--- src/hw/cmp_pkg.sv ---
// Constants and types for the charger mode and protection controller.
// Assumes a single 100 MHz system clock and synchronous active-low reset.
package cmp_pkg;
  localparam int unsigned CLK_MHZ         = 100;
  localparam int unsigned WAKE_US         = 500;
  localparam int unsigned INT_PULSE_US    = 256;
  localparam int unsigned WDT_WAIT_MS     = 32;
  localparam int unsigned OVP_DEG_SHORT_MS = 21;
  localparam int unsigned OVP_DEG_LONG_MS  = 100;
  localparam int unsigned WAKE_CYC     = WAKE_US * CLK_MHZ;
  localparam int unsigned INT_CYC      = INT_PULSE_US * CLK_MHZ;
  localparam int unsigned WAIT_CYC     = WDT_WAIT_MS * 1000 * CLK_MHZ;
  localparam int unsigned DEG_SHORT_CYC = OVP_DEG_SHORT_MS * 1000 * CLK_MHZ;
  localparam int unsigned DEG_LONG_CYC  = OVP_DEG_LONG_MS * 1000 * CLK_MHZ;
  localparam int unsigned CNT_W        = 24;
  localparam int unsigned HIC_UNIT_CYC = 100000; // One off-time step, 1 ms
  localparam int unsigned WDT_PERIOD_CYC = 100000000; // Default watchdog period, 1 s
  // Protection event indices
  localparam int unsigned NPROT    = 9;
  localparam int unsigned P_VOUT_OV = 0;
  localparam int unsigned P_VBUS_OV = 1;
  localparam int unsigned P_IBUS_OC = 2;
  localparam int unsigned P_REV_OC  = 3;
  localparam int unsigned P_SHORT   = 4;
  localparam int unsigned P_OTP     = 5;
  localparam int unsigned P_CFLY    = 6;
  localparam int unsigned P_CON_OC  = 7;
  localparam int unsigned P_LOWIN   = 8;
  localparam logic [1:0] FET_OFF = 2'h0;
  typedef enum logic [2:0] {
    CMP_PRESENT = 3'b000,
    CMP_STANDBY = 3'b001,
    CMP_BYPASS  = 3'b010,
    CMP_REVBYP  = 3'b011,
    CMP_HALVE   = 3'b100,
    CMP_REVHALF = 3'b101
  } cmp_mode_t;
endpackage

--- src/hw/cmp_wdt.sv ---
// Watchdog timer with interrupt pulse and delayed register reset.
// Assumes the host access strobe is one cycle per register access.
`timescale 1ns/1ps
module cmp_wdt #(
  parameter int unsigned PERIOD_CYC = cmp_pkg::WDT_PERIOD_CYC,
  parameter int unsigned INT_CYC    = cmp_pkg::INT_CYC,
  parameter int unsigned WAIT_CYC   = cmp_pkg::WAIT_CYC
) (
  input  wire logic i_clk_sys,
  input  wire logic i_rst_n,
  input  wire logic i_enable,
  input  wire logic i_access,
  input  wire logic i_flag_clr,
  output logic      o_status,
  output logic      o_flag,
  output logic      o_int_req,
  output logic      o_reg_reset
);
  typedef struct packed {
    logic [31:0] cnt;
    logic [31:0] pcnt;
    logic [31:0] wcnt;
    logic        stat;
    logic        flag;
    logic        pulse;
    logic        waiting;
    logic        rreset;
  } cmp_wdt_st_t;
  cmp_wdt_st_t st, next_st;

  // Count, expire, pulse, then wait for reset of defaults
  always_comb begin
    next_st        = st;
    next_st.rreset = 1'b0;
    if (i_flag_clr) begin
      next_st.flag = 1'b0;
    end
    if (i_access) begin
      next_st.cnt     = '0;
      next_st.stat    = 1'b0;
      next_st.waiting = 1'b0;
    end else if (i_enable && !st.stat) begin
      if (st.cnt == PERIOD_CYC - 1) begin
        next_st.stat    = 1'b1;
        next_st.flag    = 1'b1;
        next_st.pulse   = 1'b1;
        next_st.pcnt    = '0;
        next_st.waiting = 1'b1;
        next_st.wcnt    = '0;
      end else begin
        next_st.cnt = st.cnt + 32'h1;
      end
    end
    if (st.pulse) begin
      next_st.pcnt = st.pcnt + 32'h1;
      if (st.pcnt == INT_CYC - 1) begin
        next_st.pulse = 1'b0;
      end
    end
    if (st.waiting && !i_access) begin
      next_st.wcnt = st.wcnt + 32'h1;
      if (st.wcnt == WAIT_CYC - 1) begin
        next_st.waiting = 1'b0;
        next_st.rreset  = 1'b1;
      end
    end
  end

  always_ff @(posedge i_clk_sys) begin
    if (!i_rst_n) begin
      st <= '0;
    end else begin
      st <= next_st;
    end
  end

  assign o_status    = st.stat;
  assign o_flag      = st.flag;
  assign o_int_req   = st.pulse;
  assign o_reg_reset = st.rreset;
endmodule

--- src/hw/cmp_ctrl.sv ---
// Top of the charger mode and protection controller.
// Assumes protection inputs are deglitched single-cycle level detections in sync with i_clk_sys.
`timescale 1ns/1ps
module cmp_ctrl #(
  parameter int unsigned WAKE_CYC      = cmp_pkg::WAKE_CYC,
  parameter int unsigned WDT_CYC       = cmp_pkg::WDT_PERIOD_CYC,
  parameter int unsigned INT_CYC       = cmp_pkg::INT_CYC,
  parameter int unsigned WAIT_CYC      = cmp_pkg::WAIT_CYC,
  parameter int unsigned DEG_SHORT_CYC = cmp_pkg::DEG_SHORT_CYC,
  parameter int unsigned DEG_LONG_CYC  = cmp_pkg::DEG_LONG_CYC,
  parameter int unsigned HIC_UNIT_CYC  = cmp_pkg::HIC_UNIT_CYC
) (
  input  wire logic                       i_clk_sys,
  input  wire logic                       i_rst_n,
  input  wire logic                       i_supply_good,
  input  wire logic                       i_addr_select,
  input  wire logic                       i_enable_n,
  input  wire logic                       i_host_access,
  input  wire logic                       i_host_write,
  input  wire logic                       i_wr_charge_enable,
  input  wire logic                       i_wr_divider_mode_select,
  input  wire logic                       i_wr_reverse_enable,
  input  wire logic [1:0]                 i_wr_blocking_fet_control,
  input  wire logic                       i_overvoltage_auto_restart,
  input  wire logic                       i_restart_deglitch_select,
  input  wire logic [1:0]                 i_short_off_time,
  input  wire logic                       i_wireless_good_in_low_power,
  input  wire logic                       i_wireless_good_enable,
  input  wire logic                       i_wireless_input_good_raw,
  input  wire logic                       i_input_present,
  input  wire logic                       i_soft_start_done,
  input  wire logic [cmp_pkg::NPROT-1:0]  i_prot_event,
  input  wire logic [cmp_pkg::NPROT-1:0]  i_flag_clr,
  input  wire logic                       i_watchdog_timeout_flag_clr,
  output logic                            o_bus_ready,
  output logic                            o_addr_config,
  output logic                            o_charge_enable_bit,
  output logic                            o_divider_mode_select,
  output logic                            o_reverse_enable,
  output logic [1:0]                      o_blocking_fet_control,
  output logic [2:0]                      o_mode,
  output logic                            o_converter_run,
  output logic                            o_wireless_input_good,
  output logic [cmp_pkg::NPROT-1:0]       o_prot_flag,
  output logic                            o_watchdog_timeout_status,
  output logic                            o_watchdog_timeout_flag,
  output logic                            o_int_n,
  output logic                            o_int_oe
);
  typedef struct packed {
    logic [31:0]               wake_cnt;
    logic                      ready;
    logic                      addr;
    logic                      chg;
    logic                      msel;
    logic                      rev;
    logic [1:0]                fet;
    logic                      ovp_stop;
    logic [31:0]               deg_cnt;
    logic                      hic_stop;
    logic [31:0]               hic_cnt;
    logic                      running;
    logic [cmp_pkg::NPROT-1:0] flags;
    logic                      evt_int;
  } cmp_st_t;
  cmp_st_t st, next_st;

  logic             wdt_status;
  logic             watchdog_timeout_flag;
  logic             wdt_int;
  logic             wdt_reg_reset;
  logic             access_ok;
  cmp_pkg::cmp_mode_t mode;
  logic             prot_on;
  logic             lowin_ok;
  logic             fet_on;
  logic [cmp_pkg::NPROT-1:0] ev;

  // Only accesses after address detection reach the registers
  assign access_ok = i_host_access && st.ready;

  cmp_wdt #(
    .PERIOD_CYC (WDT_CYC),
    .INT_CYC    (INT_CYC),
    .WAIT_CYC   (WAIT_CYC)
  ) u_wdt (
    .i_clk_sys   (i_clk_sys),
    .i_rst_n     (i_rst_n),
    .i_enable    (st.ready),
    .i_access    (access_ok),
    .i_flag_clr  (i_watchdog_timeout_flag_clr && access_ok),
    .o_status    (wdt_status),
    .o_flag      (watchdog_timeout_flag),
    .o_int_req   (wdt_int),
    .o_reg_reset (wdt_reg_reset)
  );

  // Mode decode from enable pin and control bits
  always_comb begin
    if (i_enable_n) begin
      mode = cmp_pkg::CMP_PRESENT;
    end else if (!st.chg) begin
      mode = cmp_pkg::CMP_STANDBY;
    end else begin
      unique case ({st.msel, st.rev})
        2'b00: mode = cmp_pkg::CMP_BYPASS;
        2'b01: mode = cmp_pkg::CMP_REVBYP;
        2'b10: mode = cmp_pkg::CMP_HALVE;
        2'b11: mode = cmp_pkg::CMP_REVHALF;
      endcase
    end
  end

  assign prot_on = (mode != cmp_pkg::CMP_PRESENT);
  assign fet_on  = st.fet[1];
  // Events only count where their check is active
  always_comb begin
    ev = prot_on ? i_prot_event : '0;
    ev[cmp_pkg::P_REV_OC] = ev[cmp_pkg::P_REV_OC] && fet_on;
    ev[cmp_pkg::P_LOWIN]  = ev[cmp_pkg::P_LOWIN] && !st.running;
    if (mode == cmp_pkg::CMP_BYPASS) begin
      ev[cmp_pkg::P_CFLY] = 1'b0;
    end
    if (mode == cmp_pkg::CMP_REVBYP) begin
      ev[cmp_pkg::P_SHORT] = 1'b0;
      ev[cmp_pkg::P_CFLY]  = 1'b0;
    end
    if (mode == cmp_pkg::CMP_REVHALF) begin
      ev[cmp_pkg::P_SHORT] = 1'b0;
    end
  end

  // Low-input status level needed depends on direction
  assign lowin_ok = (st.rev ? i_prot_event[cmp_pkg::P_LOWIN]
                            : !i_prot_event[cmp_pkg::P_LOWIN]);

  // Register update, protection responses and soft-start gating
  always_comb begin
    logic ov;
    logic cur;
    ov      = ev[cmp_pkg::P_VOUT_OV] || ev[cmp_pkg::P_VBUS_OV];
    cur     = ev[cmp_pkg::P_IBUS_OC] || ev[cmp_pkg::P_CON_OC];
    next_st = st;
    if (!st.ready) begin
      next_st.wake_cnt = st.wake_cnt + 32'h1;
      if (i_supply_good && st.wake_cnt == WAKE_CYC - 1) begin
        next_st.ready = 1'b1;
        next_st.addr  = i_addr_select;
      end
      if (!i_supply_good) begin
        next_st.wake_cnt = '0;
      end
    end
    // Host writes are accepted in any mode once ready
    if (access_ok && i_host_write) begin
      next_st.chg  = i_wr_charge_enable;
      next_st.msel = i_wr_divider_mode_select;
      next_st.rev  = i_wr_reverse_enable;
      next_st.fet  = i_wr_blocking_fet_control;
    end
    if (wdt_reg_reset) begin
      next_st.chg  = 1'b0;
      next_st.msel = 1'b0;
      next_st.rev  = 1'b0;
      next_st.fet  = cmp_pkg::FET_OFF;
    end
    if (ev[cmp_pkg::P_REV_OC]) begin
      next_st.fet = cmp_pkg::FET_OFF;
    end
    unique case (mode)
      cmp_pkg::CMP_BYPASS: begin
        if (ov) begin
          if (!i_overvoltage_auto_restart) begin
            next_st.chg = 1'b0;
          end else begin
            next_st.ovp_stop = 1'b1;
            next_st.deg_cnt  = '0;
          end
        end
        if (ev[cmp_pkg::P_OTP]) begin
          next_st.chg = 1'b0;
        end
        if (ev[cmp_pkg::P_SHORT]) begin
          next_st.hic_stop = 1'b1;
          next_st.hic_cnt  = '0;
        end
      end
      cmp_pkg::CMP_REVBYP, cmp_pkg::CMP_REVHALF: begin
        if (cur || ev[cmp_pkg::P_OTP]) begin
          next_st.chg = 1'b0;
          next_st.rev = 1'b0;
        end
        if (ov || ev[cmp_pkg::P_CFLY]) begin
          next_st.chg = 1'b0;
        end
      end
      cmp_pkg::CMP_HALVE: begin
        if (ov || cur || ev[cmp_pkg::P_SHORT] || ev[cmp_pkg::P_OTP] || ev[cmp_pkg::P_CFLY]) begin
          next_st.chg = 1'b0;
        end
      end
      default: begin
      end
    endcase
    // Over-voltage restart deglitch counts only while the fault stays away
    if (st.ovp_stop && !ov) begin
      next_st.deg_cnt = st.deg_cnt + 32'h1;
      if (st.deg_cnt == (i_restart_deglitch_select ? DEG_LONG_CYC : DEG_SHORT_CYC) - 1) begin
        next_st.ovp_stop = 1'b0;
      end
    end
    // Hiccup off interval, one unit per off-time step plus one
    if (st.hic_stop && !ev[cmp_pkg::P_SHORT]) begin
      next_st.hic_cnt = st.hic_cnt + 32'h1;
      if (st.hic_cnt == HIC_UNIT_CYC * ({30'h0, i_short_off_time} + 32'h1) - 1) begin
        next_st.hic_stop = 1'b0;
      end
    end
    if (mode != cmp_pkg::CMP_BYPASS) begin
      next_st.ovp_stop = 1'b0;
      next_st.hic_stop = 1'b0;
    end
    // Stop-charge leaves the enable bit; conversion restarts when allowed
    if (!(mode inside {cmp_pkg::CMP_BYPASS, cmp_pkg::CMP_REVBYP,
                       cmp_pkg::CMP_HALVE, cmp_pkg::CMP_REVHALF}) || !next_st.chg ||
        cur && mode == cmp_pkg::CMP_BYPASS || next_st.ovp_stop || next_st.hic_stop) begin
      next_st.running = 1'b0;
    end else if (!st.running && i_input_present && lowin_ok && i_soft_start_done) begin
      next_st.running = 1'b1;
    end
    // Sticky flags: a new trip wins over a host clear
    next_st.flags   = (st.flags & ~(i_flag_clr & {cmp_pkg::NPROT{access_ok}})) | ev;
    next_st.evt_int = (mode != cmp_pkg::CMP_PRESENT) && (|ev);
  end

  always_ff @(posedge i_clk_sys) begin
    if (!i_rst_n) begin
      st <= '0;
    end else begin
      st <= next_st;
    end
  end

  assign o_bus_ready               = st.ready;
  assign o_addr_config             = st.addr;
  assign o_charge_enable_bit       = st.chg;
  assign o_divider_mode_select     = st.msel;
  assign o_reverse_enable          = st.rev;
  assign o_blocking_fet_control    = st.fet;
  assign o_mode                    = mode;
  assign o_converter_run           = st.running;
  assign o_prot_flag               = st.flags;
  assign o_watchdog_timeout_status = wdt_status;
  assign o_watchdog_timeout_flag   = watchdog_timeout_flag;
  // Wireless-good gating differs only in present mode
  assign o_wireless_input_good = i_wireless_input_good_raw &&
    (mode != cmp_pkg::CMP_PRESENT || (i_wireless_good_in_low_power && i_wireless_good_enable));
  // Open-drain interrupt: drive low only
  assign o_int_n  = 1'b0;
  assign o_int_oe = wdt_int || st.evt_int;
endmodule

--- config.mk ---
export PLATFORM = sky130hd
export DESIGN_NAME = cmp_ctrl
export DESIGN_NICKNAME = d
export VERILOG_FILES = /design/src/hw/cmp_pkg.sv /design/src/hw/cmp_wdt.sv /design/src/hw/cmp_ctrl.sv
export SDC_FILE = /design/constraint.sdc
export NUM_CORES = 1
export LEC_CHECK = 0
export ABC_AREA = 1
export BUFFER_PORTS_ARGS = -buffer_cell sky130_fd_sc_hd__clkbuf_2
export CORE_ASPECT_RATIO = 1.25
export CORE_MARGIN = 10
export CORE_UTILIZATION = 60
export DETAILED_ROUTE_END_ITERATION = 8
export GPL_TIMING_DRIVEN = 0
export HOLD_SLACK_MARGIN = 0.03
export PLACE_DENSITY = 0.78
export SYNTH_ARGS = -nofsm -noshare
export SYNTH_HDL_FRONTEND = slang
export SYNTH_SLANG_ARGS = --single-unit
--- constraint.sdc ---
create_clock -name i_clk_sys -period 3.49 [get_ports i_clk_sys]
set_input_delay 0.698 -clock i_clk_sys [delete_from_list [all_inputs] [get_ports i_clk_sys]]
set_output_delay 0.698 -clock i_clk_sys [all_outputs]
set_load 0.02 [all_outputs]
==> metrics <==
status complete, no violations; startpoint types input pin; Initial DRC Count 1218; placeable core region 21400 µm²; DRC Markers 0; clock buffer depth 3; num ports 65; post-cts repair resize count 0; Cell Area, Synth 13000 µm²; maximum VDD drop 0.397 mV; register area share after synthesis 0.335; share of layout cells above drive strength 1 0.0867; Post-synth EDFFs 0; HP Class input pin to register; Pwr Density 382 nW/µm²; Mapped Cells 2043; vias in the first global route 13200; Post-synth ARST share 0; Max H-tree Level 1; critical path peak fanout 10; Setup crit end kind register; Inserted Diodes 0; dpl ws 106 ps; synthesized flop and latch total 217; Sink Count 217; Leak 5.17 nW; final count of pins violating max slew 0; Nets 2186; final instance area 14500 µm²; Setup Skew 10.4 ps; die height 184 µm; starting density of the core 0.607; Synth Net Count 2099; Worst EP arrival 3330 ps; FF/Latch Area 4340 µm²; die width 152 µm; Final TNS setup 0 ps; CTS tree built; final hold vios 0; Port-buffer cells 62; Total Routing Usage GR 0.276; Rel. slew slack 0.387; setup ws final 527 ps; Total Power 5.54 mW; dpl cell area 13600 µm²; Pre-antenna DRT Iters 6; final wirelength 39500 µm; Mapped Avg Cell Area 6.35 µm²; # fillers 1978; RSZ-0062 raised after global routing false; full die area 28000 µm²; critical path class input pin to register; WP data required 3850 ps; Worst Tran Pin Value 911 ps; later-pin clock latency in the skew report 520 ps; Final period util 0.849; HPWL Detailed 30200 µm; Std-Cell Rows 60; Post-synth top flop dfxtp_1; DR vias/cell 5.78; post-route ant nets 0; Final setup viols 0; drt wl/cell 16.3 µm; yosys synthesis warning count 0; area grow syn2layout 11.7%; postcts setup bufs 0; MaxCap Viol Count 0; routed via count 14000; Worst R2R Setup Slack 810 ps; Reg clk slew, reported paths 60 ps; Yosys cell types 61; fmax 338 MHz; Final Critical Period 2960 ps; largest net degree at the start of global routing 15; first-pass GRT wire length 64300 µm; CTS Buf Count 23; initial antenna violation count 0; GPL Wtd Cong 1.00; multi-input logic area 7400 µm²; Hold Buf Count CTS 0; global route overflow 0; buffer type at the clock tree root clkbuf_16
[cell usage after synthesis, drive strengths merged (8+ instances only)]
cell | number | area, µm²
nand2 | 582 | 2200
nor3 | 106 | 578
dfxtp | 217 | 4340
nand3b | 12 | 90.1
xnor2 | 8 | 70.1
buf | 26 | 179
or2 | 23 | 144
o21ai | 71 | 367
a211oi | 14 | 110
xor2 | 29 | 254
clkbuf | 35 | 131
ha | 16 | 200
nand4 | 56 | 350
nand3 | 139 | 731
nor4 | 36 | 231
inv | 242 | 916
a21oi | 190 | 955
nor2 | 196 | 783
[worst max-delay path, stage by stage]
cell	delay [ps]
clkbuf_2	210
inv_1	180
ha_1	460
inv_1	130
nand2_1	120
nand2_1	120
ha_1	320
nor2_1	140
inv_1	60
nand2_1	60
nand2_1	60
nand2_1	70
nand2_1	40
nand2_1	60
nand4_1	110
nor2_1	100
nand3_1	180
nand2_1	140
a21oi_1	70
[kinds of logic after synthesis]
kind of cell | count (synthesis) | share of synthesized area
buffers and inverters | 304 | 0.0948
AND/OR/NAND/NOR | 1158 | 0.398
flip-flops | 217 | 0.335
AO/OA/AOI/OAI | 310 | 0.132
XOR/XNOR | 37 | 0.0250
adder cells (fa/ha/maj) | 16 | 0.0154
other | 1 | 0.000289
[sequential cells by signal, indices dropped and copies added (netlist names)]
name / count
u_wdt.st: 97
o_blocking_fet_control: 2
u_wdt.o_int_req: 1
u_wdt.o_status: 1
o_bus_ready: 1
o_addr_config: 1
o_reverse_enable: 1
o_prot_flag: 9
st: 99
o_converter_run: 1
o_divider_mode_select: 1
o_charge_enable_bit: 1
u_wdt.o_reg_reset: 1
u_wdt.o_flag: 1
[power breakdown]
part	total (mW)	switching, mW	leakage (nW)	internal (mW)
combinational	0.242	0.164	3.00	0.0775
clock	2.81	1.07	0.414	1.74
sequential	2.49	0.00487	1.75	2.48
total	5.54	1.24	5.17	4.30
[final cells by class]
cell class / instances / area share
Buffer: 61 / 0.0214
Clock buffer: 28 / 0.0438
Clock inverter: 13 / 0.0156
Inverter: 243 / 0.0634
Multi-Input combinational cell: 1522 / 0.511
Sequential cell: 217 / 0.300
Tap cell: 279 / 0.0241
Timing Repair Buffer: 62 / 0.0214
[layer usage]
metal	part of all wire	vias to the layer above	track usage	routed length, µm
met2	0.47	561	0.464	18700
met5	0	-	0	0
li1	-	6911	-	-
met3	0.070	102	0.0385	2760
met4	0.033	0	0.0982	1300
met1	0.42	6445	0.350	16700
[cells in the final DEF, fill, tap and decap left out, types with 16 or more instances in the layout]
master     Yosys  layout
a21oi_1      189     189
clkbuf_1      35      36
clkbuf_16      0      23
clkbuf_2       0      62
dfxtp_1      217     217
ha_1          16      16
inv_1        236     236
nand2_1      577     577
nand3_1      132     132
nand4_1       56      56
nor2_1       187     187
nor3_1        99      99
nor4_1        35      35
o21ai_0       67      67
or2_2         22      22
xor2_1        29      29
[per-stage QoR]
step,hold WS [ps],std cells,util
after global routing,418,2425,0.678
final,413,2425,0.678
after global placement,445,2384,0.637
after floorplan,439,2043,-
after CTS,401,2425,0.678
after detailed placement,458,2384,0.637
[final timing paths]
| check | end | cells past startpoint | from |
|---|---|---|---|
| max | st[43]$_SDFF_PN0_ | 19 | i_short_off_time[0] |
| min | o_blocking_fet_control[1]$_SDFFE_PP0P_ | 3 | i_wr_blocking_fet_control[1] |
| max reg2reg | u_wdt.st[47]$_SDFFE_PN0P_ | 8 | o_bus_ready$_SDFF_PN0_ |
| min reg2reg | o_addr_config$_SDFFE_PN0P_ | 2 | o_addr_config$_SDFFE_PN0P_ |
Note: power is estimated with default switching activity, not from simulation.
